### src/cwt_pkg.sv
package cwt_pkg;

  // register offsets
  localparam logic [6:0] ADDR_WAKE_FILTER = 7'h09;
  localparam logic [6:0] ADDR_TIMER_A     = 7'h0C;
  localparam logic [6:0] ADDR_TIMER_B     = 7'h0D;
  localparam logic [6:0] ADDR_SHUTDOWN    = 7'h10;

  // writable bits and reset value
  localparam logic [7:0] FILTER_MASK   = 8'h3F;
  localparam logic [7:0] TIMER_MASK    = 8'h77;
  localparam logic [7:0] SHUTDOWN_MASK = 8'h70;
  localparam logic [7:0] REG_RESET     = 8'h00;

  // field positions
  localparam int FLT_WIDTH   = 2;
  localparam int TMR_ON_LSB  = 4;
  localparam int TMR_PER_LSB = 0;
  localparam int SD_OV_BIT   = 6;
  localparam int SD_UV_BIT   = 5;
  localparam int SD_REC_BIT  = 4;
  localparam int HS_CODE_W   = 3;

  // codes
  localparam logic [1:0] FLT_STATIC_16 = 2'h0;
  localparam logic [1:0] FLT_STATIC_64 = 2'h1;
  localparam logic [2:0] ON_STOP_LOW   = 3'h0;
  localparam logic [2:0] ON_STOP_HIGH  = 3'h6;
  localparam logic [2:0] HS_ON         = 3'h1;
  localparam logic [2:0] HS_TIMER_A    = 3'h2;
  localparam logic [2:0] HS_TIMER_B    = 3'h3;
  localparam logic [2:0] HS_PWM_A      = 3'h4;
  localparam logic [2:0] HS_PWM_B      = 3'h5;

  // timing
  localparam int CLK_MHZ      = 50;
  localparam int FLT_SHORT_US = 16;
  localparam int FLT_LONG_US  = 64;
  localparam int FLT_SHORT_CYCLES = FLT_SHORT_US * CLK_MHZ;
  localparam int FLT_LONG_CYCLES  = FLT_LONG_US * CLK_MHZ;
  localparam int TICK_US      = 100;
  localparam int TICK_CYCLES  = TICK_US * CLK_MHZ;
  localparam int US_PER_MS    = 1000;

  typedef struct packed {
    logic [2:0] on_time;
    logic [2:0] period;
  } timer_cfg_s;

  typedef struct packed {
    logic level;
    logic period_start;
    logic on_end;
  } timer_evt_s;

  // on-time in ticks; zero means the timer does not run
  function automatic logic [14:0] on_ticks(input logic [2:0] code);
    case (code)
      3'h1:    on_ticks = 15'(100 / TICK_US);
      3'h2:    on_ticks = 15'(300 / TICK_US);
      3'h3:    on_ticks = 15'(1000 / TICK_US);
      3'h4:    on_ticks = 15'(10000 / TICK_US);
      3'h5:    on_ticks = 15'(20000 / TICK_US);
      default: on_ticks = 15'h0;
    endcase
  endfunction

  // period in ticks; zero for the reserved code
  function automatic logic [14:0] period_ticks(input logic [2:0] code);
    case (code)
      3'h0:    period_ticks = 15'(10 * US_PER_MS / TICK_US);
      3'h1:    period_ticks = 15'(20 * US_PER_MS / TICK_US);
      3'h2:    period_ticks = 15'(50 * US_PER_MS / TICK_US);
      3'h3:    period_ticks = 15'(100 * US_PER_MS / TICK_US);
      3'h4:    period_ticks = 15'(200 * US_PER_MS / TICK_US);
      3'h5:    period_ticks = 15'(1000 * US_PER_MS / TICK_US);
      3'h6:    period_ticks = 15'(2000 * US_PER_MS / TICK_US);
      default: period_ticks = 15'h0;
    endcase
  endfunction

endpackage

### src/cyclic_timer.sv
`timescale 1ns/1ps
module cyclic_timer (
  // clock and reset
  input  wire logic               clk_i,
  input  wire logic               rst_n_i,
  // control
  input  wire logic               tick_i,
  input  cwt_pkg::timer_cfg_s     cfg_i,
  input  wire logic               assigned_i,
  // events
  output cwt_pkg::timer_evt_s     evt_o
);

  logic [14:0]         cnt_q, cnt_d, on_len, per_len;
  logic                run_q, run_d;
  cwt_pkg::timer_evt_s evt_q, evt_d;

  always_comb
  begin
    on_len  = cwt_pkg::on_ticks(cfg_i.on_time);
    per_len = cwt_pkg::period_ticks(cfg_i.period);
    run_d   = assigned_i && (on_len != 15'h0) && (per_len != 15'h0);
    cnt_d   = cnt_q;
    evt_d   = '0;
    // wrap on >= so that shrinking the period mid-run cannot overrun
    if (!run_d)
      cnt_d = 15'h0;
    else if (run_q && tick_i)
      cnt_d = (cnt_q >= per_len - 15'h1) ? 15'h0 : cnt_q + 15'h1;
    evt_d.period_start = run_d && (!run_q || (tick_i && cnt_q >= per_len - 15'h1));
    evt_d.on_end = run_q && run_d && tick_i && (cnt_q == on_len - 15'h1);
    evt_d.level  = (cfg_i.on_time == cwt_pkg::ON_STOP_HIGH)
                 || (run_d && cnt_d < on_len);
  end

  always_ff @(posedge clk_i or negedge rst_n_i)
  begin
    if (!rst_n_i)
    begin
      cnt_q <= 15'h0;
      run_q <= 1'b0;
      evt_q <= '0;
    end
    else
    begin
      cnt_q <= cnt_d;
      run_q <= run_d;
      evt_q <= evt_d;
    end
  end

  assign evt_o = evt_q;
endmodule

### src/wake_filter.sv
`timescale 1ns/1ps
module wake_filter (
  // clock and reset
  input  wire logic       clk_i,
  input  wire logic       rst_n_i,
  // input and mode
  input  wire logic       level_i,
  input  wire logic [1:0] mode_i,
  input  wire logic       sample_a_i,
  input  wire logic       sample_b_i,
  // filtered level
  output logic            level_o
);

  logic [11:0] cnt_q, cnt_d;
  logic        prev_q, prev_d, lvl_q, lvl_d, sample;
  logic [11:0] thr;

  always_comb
  begin
    prev_d = level_i;
    cnt_d  = (level_i != prev_q) ? 12'h0 : (cnt_q == 12'hFFF) ? cnt_q : cnt_q + 12'h1;
    thr    = (mode_i == cwt_pkg::FLT_STATIC_64) ? 12'(cwt_pkg::FLT_LONG_CYCLES)
                                                : 12'(cwt_pkg::FLT_SHORT_CYCLES);
    sample = mode_i[0] ? sample_b_i : sample_a_i;
    lvl_d  = lvl_q;
    if (!mode_i[1] && cnt_q >= thr)
      lvl_d = prev_q;
    else if (mode_i[1] && sample && cnt_q >= 12'(cwt_pkg::FLT_SHORT_CYCLES))
      lvl_d = prev_q;
  end

  always_ff @(posedge clk_i or negedge rst_n_i)
  begin
    if (!rst_n_i)
    begin
      cnt_q  <= 12'h0;
      prev_q <= 1'b0;
      lvl_q  <= 1'b0;
    end
    else
    begin
      cnt_q  <= cnt_d;
      prev_q <= prev_d;
      lvl_q  <= lvl_d;
    end
  end

  assign level_o = lvl_q;
endmodule

### src/cyclic_sense_timer_wake_filter.sv
`timescale 1ns/1ps
module cyclic_sense_timer_wake_filter #(
  parameter int TICK_CYCLES = cwt_pkg::TICK_CYCLES
) (
  // clock and reset
  input  wire logic        clk_i,
  input  wire logic        rst_n_i,
  input  wire logic        soft_rst_i,
  // register port
  input  wire logic        reg_wr_i,
  input  wire logic [6:0]  reg_addr_i,
  input  wire logic [7:0]  reg_wdata_i,
  output logic      [7:0]  reg_rdata_o,
  // switch control context
  input  wire logic [11:0] hs_cfg_i,
  input  wire logic        hs_cfg_wr_i,
  input  wire logic [1:0]  pwm_i,
  input  wire logic        restart_mode_i,
  input  wire logic        hs_clear_i,
  input  wire logic [1:0]  timer_wake_en_i,
  // pins
  input  wire logic [2:0]  wake_pin_i,
  input  wire logic        supply_ov_i,
  input  wire logic        supply_uv_i,
  // results
  output logic      [3:0]  high_side_output_o,
  output logic      [1:0]  timer_level_o,
  output logic      [1:0]  timer_wake_o,
  output logic      [2:0]  wake_level_o,
  output logic             supply_shutdown_o
);

  // registers
  logic [7:0] wake_filter_select_q, wake_filter_select_d;
  logic [7:0] cyclic_timer_a_control_q, cyclic_timer_a_control_d;
  logic [7:0] cyclic_timer_b_control_q, cyclic_timer_b_control_d;
  logic [7:0] switch_supply_shutdown_control_q, switch_supply_shutdown_control_d;
  logic [7:0] rdata_q, rdata_d;

  logic [1:0] assigned, restart_clr;
  logic       wr_filter, wr_timer_a, wr_timer_b, wr_shutdown;

  // which timers drive at least one switch
  always_comb
  begin
    assigned = 2'b00;
    for (int s = 0; s < 4; s++)
    begin
      if (hs_cfg_i[s*cwt_pkg::HS_CODE_W +: cwt_pkg::HS_CODE_W] == cwt_pkg::HS_TIMER_A)
        assigned[0] = 1'b1;
      if (hs_cfg_i[s*cwt_pkg::HS_CODE_W +: cwt_pkg::HS_CODE_W] == cwt_pkg::HS_TIMER_B)
        assigned[1] = 1'b1;
    end
  end

  always_comb
  begin
    wr_filter   = reg_wr_i && reg_addr_i == cwt_pkg::ADDR_WAKE_FILTER;
    wr_timer_a  = reg_wr_i && reg_addr_i == cwt_pkg::ADDR_TIMER_A;
    wr_timer_b  = reg_wr_i && reg_addr_i == cwt_pkg::ADDR_TIMER_B;
    wr_shutdown = reg_wr_i && reg_addr_i == cwt_pkg::ADDR_SHUTDOWN;
    // cyclic sense only counts when a switch uses the timer
    restart_clr = {2{restart_mode_i && hs_clear_i}} & assigned;
    wake_filter_select_d             = wake_filter_select_q;
    cyclic_timer_a_control_d         = cyclic_timer_a_control_q;
    cyclic_timer_b_control_d         = cyclic_timer_b_control_q;
    switch_supply_shutdown_control_d = switch_supply_shutdown_control_q;
    if (soft_rst_i)
    begin
      wake_filter_select_d             = cwt_pkg::REG_RESET;
      cyclic_timer_a_control_d         = cwt_pkg::REG_RESET;
      cyclic_timer_b_control_d         = cwt_pkg::REG_RESET;
      switch_supply_shutdown_control_d = cwt_pkg::REG_RESET;
    end
    else
    begin
      if (wr_filter)
        wake_filter_select_d = reg_wdata_i & cwt_pkg::FILTER_MASK;
      if (wr_timer_a)
        cyclic_timer_a_control_d = reg_wdata_i & cwt_pkg::TIMER_MASK;
      if (wr_timer_b)
        cyclic_timer_b_control_d = reg_wdata_i & cwt_pkg::TIMER_MASK;
      if (wr_shutdown)
        switch_supply_shutdown_control_d = reg_wdata_i & cwt_pkg::SHUTDOWN_MASK;
      // the hardware clear beats a write landing in the same cycle
      if (restart_clr[0])
        cyclic_timer_a_control_d = cwt_pkg::REG_RESET;
      if (restart_clr[1])
        cyclic_timer_b_control_d = cwt_pkg::REG_RESET;
    end
    unique case (reg_addr_i)
      cwt_pkg::ADDR_WAKE_FILTER: rdata_d = wake_filter_select_q;
      cwt_pkg::ADDR_TIMER_A:     rdata_d = cyclic_timer_a_control_q;
      cwt_pkg::ADDR_TIMER_B:     rdata_d = cyclic_timer_b_control_q;
      cwt_pkg::ADDR_SHUTDOWN:    rdata_d = switch_supply_shutdown_control_q;
      default:                   rdata_d = 8'h00;
    endcase
  end

  always_ff @(posedge clk_i or negedge rst_n_i)
  begin
    if (!rst_n_i)
    begin
      wake_filter_select_q             <= cwt_pkg::REG_RESET;
      cyclic_timer_a_control_q         <= cwt_pkg::REG_RESET;
      cyclic_timer_b_control_q         <= cwt_pkg::REG_RESET;
      switch_supply_shutdown_control_q <= cwt_pkg::REG_RESET;
      rdata_q                          <= 8'h00;
    end
    else
    begin
      wake_filter_select_q             <= wake_filter_select_d;
      cyclic_timer_a_control_q         <= cyclic_timer_a_control_d;
      cyclic_timer_b_control_q         <= cyclic_timer_b_control_d;
      switch_supply_shutdown_control_q <= switch_supply_shutdown_control_d;
      rdata_q                          <= rdata_d;
    end
  end

  assign reg_rdata_o = rdata_q;

  // pin synchronisers: a change counts once stages two and three agree
  logic [4:0] sy1_q, sy2_q, sy3_q, pin_q, pin_d, pins;

  always_comb
  begin
    pins  = {supply_uv_i, supply_ov_i, wake_pin_i};
    pin_d = pin_q;
    for (int b = 0; b < 5; b++)
      if (sy2_q[b] == sy3_q[b])
        pin_d[b] = sy3_q[b];
  end

  always_ff @(posedge clk_i or negedge rst_n_i)
  begin
    if (!rst_n_i)
    begin
      sy1_q <= 5'h00;
      sy2_q <= 5'h00;
      sy3_q <= 5'h00;
      pin_q <= 5'h00;
    end
    else
    begin
      sy1_q <= pins;
      sy2_q <= sy1_q;
      sy3_q <= sy2_q;
      pin_q <= pin_d;
    end
  end

  // timebase; timers count in these ticks so their counters stay narrow
  logic [15:0] pre_q, pre_d;
  logic        tick_q, tick_d;

  always_comb
  begin
    tick_d = (pre_q == 16'(TICK_CYCLES - 1));
    pre_d  = tick_d ? 16'h0000 : pre_q + 16'h0001;
  end

  always_ff @(posedge clk_i or negedge rst_n_i)
  begin
    if (!rst_n_i)
    begin
      pre_q  <= 16'h0000;
      tick_q <= 1'b0;
    end
    else
    begin
      pre_q  <= pre_d;
      tick_q <= tick_d;
    end
  end

  // two timers, same encoding
  cwt_pkg::timer_cfg_s tcfg [2];
  cwt_pkg::timer_evt_s tevt [2];

  assign tcfg[0] = {cyclic_timer_a_control_q[cwt_pkg::TMR_ON_LSB +: 3],
                    cyclic_timer_a_control_q[cwt_pkg::TMR_PER_LSB +: 3]};
  assign tcfg[1] = {cyclic_timer_b_control_q[cwt_pkg::TMR_ON_LSB +: 3],
                    cyclic_timer_b_control_q[cwt_pkg::TMR_PER_LSB +: 3]};

  genvar g;
  generate
    for (g = 0; g < 2; g++)
    begin : g_timer
      cyclic_timer u_timer (
        .clk_i      (clk_i),
        .rst_n_i    (rst_n_i),
        .tick_i     (tick_q),
        .cfg_i      (tcfg[g]),
        .assigned_i (assigned[g]),
        .evt_o      (tevt[g])
      );
      assign timer_level_o[g] = tevt[g].level;
    end
    // a cyclic mode samples only while its timer drives a switch
    for (g = 0; g < 3; g++)
    begin : g_wake
      wake_filter u_filter (
        .clk_i      (clk_i),
        .rst_n_i    (rst_n_i),
        .level_i    (pin_q[g]),
        .mode_i     (wake_filter_select_q[g*cwt_pkg::FLT_WIDTH +: cwt_pkg::FLT_WIDTH]),
        .sample_a_i (tevt[0].on_end),
        .sample_b_i (tevt[1].on_end),
        .level_o    (wake_level_o[g])
      );
    end
  endgenerate

  // cyclic wake runs off the period start of the same timers whose on-time end sensing samples
  logic [1:0] twake_q, twake_d;

  always_comb
    twake_d = {tevt[1].period_start, tevt[0].period_start} & timer_wake_en_i;

  always_ff @(posedge clk_i or negedge rst_n_i)
  begin
    if (!rst_n_i)
      twake_q <= 2'b00;
    else
      twake_q <= twake_d;
  end

  assign timer_wake_o = twake_q;

  // supply fault shutdown and recovery
  logic [3:0] hs_q, hs_d, demand;
  logic       fault, fault_q, latch_q, latch_d;
  logic [2:0] code;

  always_comb
  begin
    fault = (pin_q[3] && !switch_supply_shutdown_control_q[cwt_pkg::SD_OV_BIT])
         || (pin_q[4] && !switch_supply_shutdown_control_q[cwt_pkg::SD_UV_BIT]);
    // without recovery the switches stay off until software rewrites them
    latch_d = latch_q;
    if (fault && !switch_supply_shutdown_control_q[cwt_pkg::SD_REC_BIT])
      latch_d = 1'b1;
    else if (hs_cfg_wr_i)
      latch_d = 1'b0;
    for (int s = 0; s < 4; s++)
    begin
      code = hs_cfg_i[s*cwt_pkg::HS_CODE_W +: cwt_pkg::HS_CODE_W];
      unique case (code)
        cwt_pkg::HS_ON:      demand[s] = 1'b1;
        cwt_pkg::HS_TIMER_A: demand[s] = tevt[0].level;
        cwt_pkg::HS_TIMER_B: demand[s] = tevt[1].level;
        cwt_pkg::HS_PWM_A:   demand[s] = pwm_i[0];
        cwt_pkg::HS_PWM_B:   demand[s] = pwm_i[1];
        default:             demand[s] = 1'b0;
      endcase
    end
    hs_d = (fault || latch_q) ? 4'h0 : demand;
  end

  always_ff @(posedge clk_i or negedge rst_n_i)
  begin
    if (!rst_n_i)
    begin
      hs_q    <= 4'h0;
      fault_q <= 1'b0;
      latch_q <= 1'b0;
    end
    else
    begin
      hs_q    <= hs_d;
      fault_q <= fault;
      latch_q <= latch_d;
    end
  end

  assign high_side_output_o = hs_q;
  assign supply_shutdown_o  = fault_q;
endmodule

### config.mk
export PLATFORM = sky130hd
export DESIGN_NAME = cyclic_sense_timer_wake_filter
export DESIGN_NICKNAME = d
export VERILOG_FILES = /design/src/cwt_pkg.sv /design/src/cyclic_timer.sv /design/src/wake_filter.sv /design/src/cyclic_sense_timer_wake_filter.sv
export SDC_FILE = /design/constraint.sdc
export NUM_CORES = 1
export LEC_CHECK = 0
export BUFFER_PORTS_ARGS = -buffer_cell sky130_fd_sc_hd__buf_4
export CAP_MARGIN = 15
export CORE_MARGIN = 4
export CORE_UTILIZATION = 50
export CTS_CLUSTER_DIAMETER = 200
export DETAILED_ROUTE_END_ITERATION = 8
export PLACE_DENSITY_LB_ADDON = 0.12
export SLEW_MARGIN = 10
export SYNTH_ARGS = -nofsm -noshare
export SYNTH_HDL_FRONTEND = slang
export SYNTH_HIERARCHICAL = 1
export SYNTH_SLANG_ARGS = --single-unit
### constraint.sdc
create_clock -name clk_i -period 5 [get_ports clk_i]
set_input_delay 0.5 -clock clk_i [delete_from_list [all_inputs] [get_ports clk_i]]
set_output_delay 0.5 -clock clk_i [all_outputs]
set_load 0.02 [all_outputs]
==> reports/qor.csv, run 1 <==
metric;value;unit
status;complete, no violations;
grt_usage;21.4;%
tightest_slew;0.925;ns
root_buffer;clkbuf_16;
r2r_start;cyclic_timer_b_control_q[5];
synth-async-reset-ratio;100;%
slew_headroom;38.1;%
startpoint;cyclic_timer_b_control_q[5];
die_area;21800;sq um
synth.ff_latch_count;153;
wirelength_met1;11.1;mm
required;5.30;ns
cp_max_fo;12;
layout-drive-gt1-share;13.2;%
post-route-period-util;75.7;%
hold_class;primary input to asynchronous set/reset pin;
clock_latency;0.42;ns
cellPowerDensity;257;nW/um^2
core_area;19000;sq um
wl_met2;10.4;mm
path_cells;xnor2_1, or2_2, ha_1, inv_1, o311ai_1, buf_4, inv_1, nand3_1, nor2_1, ha_1, and4_1, o21ai_0, nor3_1, nand4_1, a31oi_1, nor3_2;
preCtsSetupSlack;1.24;ns
yosysSeqAreaShare;39.3;%
drc;0;
gr-total-overflow;0;
synth_cell_types;88;
hold_buffers;0;
rsz0062_at_grt;no;
viasPerCell;5.84;
syn_nets;1141;
tns;0;ns
wl_per_cell;16.9;um
drt-pass1-iter-count;5;
io_buffer_count;60;
grt_pass1_wl;38.1;mm
period_needed;3.78;ns
setup_ws;1.22;ns
critical_path_buf_inv_count;3;
hold_viol;0;
numCtsBuffers;17;
ys_top_cells_by_area;dfrtp_1 39%, ha_1 7.5%, nor2_1 3.7%, a21oi_1 3.3%, nand2_1 3.2%;
synthesis.area;9740;sq um
antenna_cells;0;
crit_path_end_kind;flop;
num_vias;7869;
synthCells;1040;
top_layer_used;met4;
cts_buffer_depth;2;
cts.sinks;153;
initialDrtViolationCount;503;
p_leak;0.00477;uW
synth_edf_count;0;
rows;50;
maxCapViolations;0;
first_global_vias;7361;
path_class;flop to flop;
ir_drop;0.215;mV
r2r_cells;16;
clk_pin_slew;0.06;ns
cp.depth;16;
wl_met3;1.01;mm
start_util;51.4;%
arrival;4.09;ns
ios;63;
wirelength;22.8;mm
synth_top_area_share;39.3;%
yosysWarnings;6;
fin_nets;1176;
synth_top_area_cell;dfrtp_1;
area_delta_synth_final;11.1;%
ys.flop_type;dfrtp_1;
slowest_delay;0.51;ns
dieWidth;148;um
yosysMostFrequentCell;dfrtp_1;
reg2reg_to;g_timer[1].u_timer/evt_o[2];
yosys-top-cells-count;153 x dfrtp_1, 95 x nor2_1, 82 x nand2_1;
cts_setup_buffers;0;
grt_max_degree;73;
rrSetupSlack;1.22;ns
path_delay_family;simple AND/OR/NAND/NOR gates;
slowest_stage;dfrtp_1;
whs;0.0801;ns
finalWeightedCongestion;0.936;
start_kind;flop;
h-tree-depth;4;
ant_nets;0;
antenna_found_initial;0;
die_h;148;um
cts_resized;0;
syn_avg_cell_area;9.36;sq um
maxSlewViolCount;0;
cts_tree;done;
clock.fmax;264;MHz
endpoint;g_timer[1].u_timer/evt_o[2];
finClkSkew;0.00865;ns
setup_viol;0;
dp_hpwl;16.6;mm
num-fill-cells;1685;
## state kept, by name, indices dropped and copies added, names as in the netlist, 4 cells and up
register and flops:
sy1_q 5, cyclic_timer_a_control_q 6, cyclic_timer_b_control_q 6, sy2_q 5, sy3_q 5, g_timer.u_timer/cnt_q 30
wake_filter_select_q 6, g_wake.u_filter/cnt_q 36, pin_q 5, g_timer.u_timer/evt_o 6, high_side_output_o 4, reg_rdata_o 7
pre_q 16
## layout make-up
class                           instances  area, sq um  share of cell area [%]
Clock buffer                           20          457                    4.22
Clock inverter                         12          125                    1.16
Inverter                               43          161                    1.49
Multi-Input combinational cell        794         5420                    50.1
Sequential cell                       153         3830                    35.4
Tap cell                              260          325                    3.01
Timing Repair Buffer                   66          499                    4.62
## through the flow
step | total power [uW] | instance area [sq um] | utilization (%) | std cells
after floorplan | 1440 | 9740 | - | 1040
after global placement | 1530 | 10200 | 54.0 | 1316
after detailed placement | 1540 | 10200 | 54.0 | 1316
after CTS | 2820 | 10800 | 57.0 | 1348
after global routing | 2910 | 10800 | 57.0 | 1348
final | 2780 | 10800 | 57.0 | 1348
## where the power goes
group / internal, uW / switching, uW
clock network: 758 / 508
registers: 1280 / 36.8
logic: 77.6 / 123
total: 2110 / 668
## how the worst min path moves through the flow
| stage | start | endpoint | slack, ns | cells past startpoint |
|---|---|---|---|---|
| final | rst_n_i | g_wake[0].u_filter/cnt_q[3] | 0.08 | 1 |
| after global routing | rst_n_i | g_wake[0].u_filter/cnt_q[4] | 0.15 | 1 |
| after CTS | rst_n_i | g_wake[0].u_filter/cnt_q[6] | 0.11 | 1 |
| after detailed placement | sy1_q[0] | sy2_q[0] | 0.34 | 0 |
| after global placement | sy1_q[3] | sy2_q[3] | 0.33 | 0 |
| after floorplan | rst_n_i | cyclic_timer_a_control_q[0] | 0.20 | 0 |
## layout by cell type, fill, tap and decap left out, types with 31 or more instances in the layout
cell,instances
buf_4,65
dfrtp_1,153
inv_1,43
a21oi_1,65
nor2_1,95
o21ai_0,42
nand2_1,82
xor2_1,31
nand3_1,44
ha_1,58
## logic make-up (layout without fill, tap and decap cells)
group / count (synthesis) / after routing / share of synthesized area, %
mux: 38 / 38 / 4.16
compound gates: 212 / 212 / 14.7
simple gates: 421 / 421 / 23.4
buf+inv: 93 / 141 / 5.05
flops: 153 / 153 / 39.3
other cells: 1 / 1 / 0.0385
xor+xnor: 59 / 59 / 5.31
fa+ha+maj: 63 / 63 / 7.97
## metal layers
layer	GRT usage, %	up-vias
met3	4.35	17
met1	30.9	3823
met2	33.4	172
met4	4.66	0
met5	0	-
li1	-	3857
Power figures use the tool's default switching activity.
==> run 2: changes to the inputs <==
--- a/config.mk
+++ b/config.mk
@@ -5,6 +5,7 @@
 export SDC_FILE = /design/constraint.sdc
 export NUM_CORES = 1
 export LEC_CHECK = 0
+export ABC_AREA = 1
 export BUFFER_PORTS_ARGS = -buffer_cell sky130_fd_sc_hd__buf_4
 export CAP_MARGIN = 15
 export CORE_MARGIN = 4
==> constraint.sdc (replaced) <==
create_clock -name clk_i -period 3.44 [get_ports clk_i]
set_input_delay 0.344 -clock clk_i [delete_from_list [all_inputs] [get_ports clk_i]]
set_output_delay 0.344 -clock clk_i [all_outputs]
set_load 0.02 [all_outputs]
==> run 2 against run 1 <==
Net effect: combinational power up 68%; synthesized cell count up 32%; final cell count up 29%; sequential power up 45%; total power up 48%; clock power up 46%; critical path depth up 5.
==> reports/qor.csv, run 2 <==
metric;value;unit
dp_hpwl;18.1;mm
cts.sinks;153;
wl_met2;11.0;mm
initialDrtViolationCount;412;
synth.ff_latch_count;153;
synthCells;1368;
yosys-top-cells-count;342 x nand2_1, 218 x inv_1, 153 x dfrtp_1;
maxCapViolations;0;
synth-async-reset-ratio;100;%
ant_nets;0;
rsz0062_at_grt;yes;
finClkSkew;0.00779;ns
p_leak;0.00614;uW
wl_per_cell;13.4;um
die_area;22900;sq um
yosysMostFrequentCell;nand2_1;
largest_reg_flops;36;
cts_setup_buffers;0;
grt_pass1_wl;39.9;mm
p_comb_share;8.2;%
hold_class;primary input to flop;
layout-drive-gt1-share;14.9;%
dieWidth;151;um
fin_nets;1553;
drc;0;
stdcell_area;11700;sq um
wirelength;23.3;mm
io_buffer_count;60;
ir_drop;0.309;mV
clock_power_share;45.4;%
yosysSeqAreaShare;37.3;%
synth_top_area_cell;dfrtp_1;
clock_latency;0.43;ns
final_common_cell;nand2_1;
cts_tree;done;
synth_cell_types;56;
maxSlewViolCount;0;
drt-pass1-iter-count;5;
numCtsBuffers;17;
synth_edf_count;0;
p_sw;1080;uW
status;complete, no violations;
syn_nets;1469;
finalWeightedCongestion;0.919;
core_area;20200;sq um
power_switching_share;26.4;%
setup_viol;0;
gr-total-overflow;0;
grt_usage;21.6;%
required;3.76;ns
syn_avg_cell_area;7.51;sq um
wl_met3;946;um
ys_top_cells_by_area;dfrtp_1 37%, nand2_1 12%, inv_1 8.0%, ha_1 7.1%, nand3_1 5.1%;
rows;52;
num-fill-cells;1860;
start_util;50.8;%
period_needed;3.14;ns
slew_headroom;48.9;%
antenna_found_initial;0;
synthesis.area;10300;sq um
clock.fmax;318;MHz
layout_common_cells;342 x nand2_1, 218 x inv_1, 149 x dfrtp_1;
cp_max_fo;8;
intPower;3020;uW
tightest_slew;0.767;ns
area_delta_synth_final;14.2;%
whs;0.0238;ns
reg.largest.list;g_wake.u_filter/cnt_q: 36 flops, g_timer.u_timer/cnt_q: 30 flops, pre_q: 16 flops;
path_class;flop to flop;
sequentialPowerShare;46.4;%
cellPowerDensity;350;nW/um^2
largest-register;g_wake.u_filter/cnt_q;
grt_max_degree;79;
hold_viol;0;
start_kind;flop;
ys.flop_type;dfrtp_1;
place_area;11100;sq um
ios;63;
post-route-period-util;91.3;%
yosysWarnings;6;
h-tree-depth;4;
fin_util;58.0;%
wirelength_met1;10.8;mm
cts_buffer_depth;2;
clk_pin_slew;0.07;ns
crit_path_end_kind;flop;
num_vias;8681;
viasPerCell;5.00;
synth_top_area_share;37.3;%
top_layer_used;met4;
die_h;151;um
antenna_cells;0;
first_global_vias;8441;
arrival;3.46;ns
root_buffer;clkbuf_16;
run 2: cell count changes after synthesis, moves of 13 or more:
cell      delta
o21ai_1     +14
nand2b_1    -13
nand3_2     +15
or3_1       -16
nand2_2     +20
xnor2_1     -16
inv_1      +175
nand2_1    +260
mux2i_1     -30
nor2_1      +34
nand3_1     +61
a21oi_1     -21
and3_1      -15
clkbuf_1    -19
run 2: worst max-delay path, stage by stage (launching register included):
cell and delay (ns):
dfrtp_1 0.46, buf_4 0.19, o2111ai_1 0.27, a21oi_1 0.07
ha_1 0.30, nand2_1 0.08, nor3b_1 0.19, nand2_1 0.13
nand2_1 0.16, nand3_4 0.07, nand2_1 0.11, inv_1 0.11
nand3_1 0.08, inv_1 0.06, ha_1 0.28, nand2_1 0.08
a21oi_1 0.13, nor2_1 0.05, nand2_1 0.06, nand2_1 0.05
nand2_1 0.06, nand2_1 0.05
run 2: through the flow:
step | std cells | TNS [ns] | power, uW | setup WS [ns]
2_1_floorplan | 1368 | 0 | 2130 | 0.540
3_3_place_gp | 1700 | 0 | 2270 | 0.319
3_5_place_dp | 1700 | 0 | 2280 | 0.242
4_1_cts | 1735 | 0 | 4160 | 0.211
5_1_grt | 1735 | -0.0334 | 4300 | -0.0334
6_report | 1735 | 0 | 4100 | 0.299
run 2: cell type report:
cell class | count | area [sq um] | share of cell area [%]
timing repair buffer | 72 | 564 | 4.81
sequential | 153 | 3830 | 32.7
clock inverter | 15 | 158 | 1.34
tap | 270 | 338 | 2.88
inverter | 237 | 905 | 7.71
multi-input combinational | 971 | 5500 | 46.9
clock buffer | 17 | 425 | 3.63
run 2: worst paths after layout:
kind                       cells after the start                   startpoint  slack, ns                      endpoint
setup / recovery                              21  cyclic_timer_b_control_q[2]       0.30   g_timer[1].u_timer/evt_o[2]
hold / removal                                 1                  supply_uv_i       0.02                      sy1_q[4]
setup reg to reg                              21  cyclic_timer_b_control_q[2]       0.30   g_timer[1].u_timer/evt_o[2]
hold reg to reg                                0                     sy1_q[1]       0.35                      sy2_q[1]
max in group asynchronous                      3                      rst_n_i       2.13  g_wake[0].u_filter/cnt_q[10]
min in group asynchronous                      2                      rst_n_i       0.50   g_wake[2].u_filter/cnt_q[3]
run 2: kinds of logic (layout without fill, tap and decap cells):
kind of cell	Yosys count	in the layout	share of synthesized area, %
compound gates	135	135	7.54
fa+ha+maj	63	63	7.55
simple gates	736	736	34.8
buf+inv	244	341	9.21
flops	153	153	37.3
xor+xnor	36	36	3.62
other cells	1	1	0.0365
run 2: timing repair:
action                                  CTS  global route
endpoints found under the setup margin    0             2
resized for setup                         0             7
hold buffers                              3             0
hold endpoints to repair                 19             0
run 2: routing by layer:
metal	vias to the layer above	global-route usage, %
met3	32	4.13
met2	146	35.9
met5	-	0
met1	3953	28.8
met4	0	6.48
li1	4550	-
run 2: power groups by stage:
stage	Sequential, uW	Clock, uW	Combinational (uW)
2_1_floorplan	1930	0	201
3_3_place_gp	1940	0	335
3_5_place_dp	1940	0	338
4_1_cts	1910	1910	343
5_1_grt	1910	2000	387
6_report	1900	1860	336
==> run 3: changes to the inputs <==
--- a/config.mk
+++ b/config.mk
@@ -13,6 +13,7 @@
 export CTS_CLUSTER_DIAMETER = 200
 export DETAILED_ROUTE_END_ITERATION = 8
 export PLACE_DENSITY_LB_ADDON = 0.12
+export RECOVER_POWER = 50
 export SLEW_MARGIN = 10
 export SYNTH_ARGS = -nofsm -noshare
 export SYNTH_HDL_FRONTEND = slang
==> run 3 against run 2 <==
Net effect: the run now ends with capacitance limit, slew limit left; final cell count stayed put; register-to-register slack hardly changed; sequential cell count stayed put; clock power hardly changed; setup slack better by 0.0091 ns; critical endpoint is now g_timer[0].u_timer/evt_o[2]; largest cell class unchanged.
==> reports/qor.csv, run 3 (synthesis results as in run 2) <==
metric;value;unit
whs_endpoint;sy1_q[4];
final_common_cell;nand2_1;
r2r_cells;26;
antenna_found_initial;0;
arrival;3.45;ns
grt_pass1_wl;39.9;mm
fin_nets;1553;
antenna_cells;0;
clock_latency;0.43;ns
hold_viol;0;
p_leak;0.00605;uW
cellPowerDensity;352;nW/um^2
required;3.76;ns
start_util;50.8;%
start_kind;flop;
h-tree-depth;4;
viasPerCell;5.03;
reg2reg_to;g_timer[0].u_timer/evt_o[2];
finClkSkew;0.0105;ns
period_needed;3.13;ns
reg.largest.list;g_wake.u_filter/cnt_q: 36 flops, g_timer.u_timer/cnt_q: 30 flops, pre_q: 16 flops;
post-route-period-util;91.0;%
ir_drop;0.309;mV
rsz0062_at_grt;yes;
wl_per_cell;13.4;um
multi_input_area;5460;sq um
largest_reg_flops;36;
whs;0.0440;ns
cts_setup_buffers;0;
drc;0;
wirelength;23.3;mm
path_class;flop to flop;
clock.fmax;319;MHz
crit_path_end_kind;flop;
ant_nets;0;
clk_pin_slew;0.07;ns
cts_buffer_depth;2;
grt_usage;21.6;%
status;finished, violations left;
hp-start;supply_uv_i;
first_global_vias;8441;
die_area;22900;sq um
io_buffer_count;60;
dp_hpwl;18.1;mm
rows;52;
hold_class;primary input to flop;
layout_common_cells;345 x nand2_1, 219 x inv_1, 149 x dfrtp_1;
drt-pass1-iter-count;5;
cp_max_fo;8;
rrSetupSlack;0.31;ns
finalPower;4090;uW
num-fill-cells;1884;
largest-register;g_wake.u_filter/cnt_q;
slew_headroom;-36.8;%
slowest_stage;dfrtp_2;
grt_max_degree;79;
dieWidth;151;um
numCtsBuffers;17;
slowest_delay;0.46;ns
ios;63;
initialDrtViolationCount;469;
maxSlewViolCount;78;
setup_ws;0.308;ns
tns;0;ns
fin_util;57.4;%
crit_top_cell;nand2_1;
tightest_slew;2.05;ns
cts_tree;done;
setup_viol;0;
core_area;20200;sq um
die_h;151;um
violations;capacitance limit, slew limit;
root_buffer;clkbuf_16;
maxCapViolations;1;
hold_path_depth;1;
finalWeightedCongestion;0.919;
num_vias;8722;
gr-total-overflow;0;
layout-drive-gt1-share;13.2;%
ff_latch_area;3830;sq um
preCtsSetupSlack;0.242;ns
cts.sinks;153;
r2r_start;cyclic_timer_a_control_q[0];
area_delta_synth_final;13.1;%
-- run 3: cell types whose count changed in the layout (fill, tap and decap cells not counted), sizes merged --
| cell | before | now |
|---|---|---|
| inv | 244 | 243 |
| clkbuf | 17 | 41 |
| clkinvlp | 1 | 2 |
| buf | 69 | 45 |
-- run 3: report_power, final --
part / switching [uW] / total (uW) / internal, uW
sequential: 49.9 / 1900 / 1850
combinational: 200 / 331 / 131
clock: 829 / 1860 / 1030
-- run 3: per-layer routing --
layer / global-route usage (%) / vias up / wire [um]
li1: - / 4552 / -
met3: 4.13 / 35 / 1080
met2: 35.9 / 162 / 11000
met5: 0 / - / 0
met4: 6.48 / 0 / 471
met1: 28.8 / 3973 / 10800
-- run 3: what timing repair did --
item,4_1_cts,5_1_grt
hold buffers,3,0
resized for setup,0,7
hold endpoints to repair,19,0
setup endpoints to repair,0,2
-- run 3: stage by stage --
step | instance area, sq um | std cells
6_report | 11600 | 1735
5_1_grt | 11600 | 1735
4_1_cts | 11700 | 1735
3_5_place_dp | 11100 | 1700
3_3_place_gp | 11100 | 1700
2_1_floorplan | 10300 | 1368
-- run 3: how the worst max path moves through the flow --
stage / slack, ns / startpoint / endpoint / cells after the start
global placement: 0.32 / cyclic_timer_a_control_q[0] / g_timer[0].u_timer/evt_o[2] / 26
CTS: 0.21 / cyclic_timer_b_control_q[2] / g_timer[1].u_timer/evt_o[2] / 22
finish: 0.31 / cyclic_timer_a_control_q[0] / g_timer[0].u_timer/evt_o[2] / 26
global route: -0.03 / cyclic_timer_a_control_q[0] / g_timer[0].u_timer/evt_o[2] / 22
detailed placement: 0.24 / cyclic_timer_b_control_q[2] / g_timer[1].u_timer/evt_o[2] / 22
floorplan: 0.54 / cyclic_timer_b_control_q[2] / g_timer[1].u_timer/evt_o[2] / 21
-- run 3: final cells by class --
class | count | share of cell area, %
Timing Repair Buffer | 72 | 4.29
Sequential cell | 153 | 33.0
Inverter | 237 | 7.78
Tap cell | 270 | 2.91
Multi-Input combinational cell | 971 | 47.0
Clock inverter | 15 | 1.36
Clock buffer | 17 | 3.66
-- run 3: critical path: cells and delay by family (launching register included) --
kind            cells  cell delay, ns
buf+inv             5            0.34
flops               1            0.46
fa+ha+maj           2            0.58
compound gates      2            0.35
simple gates       17            1.29
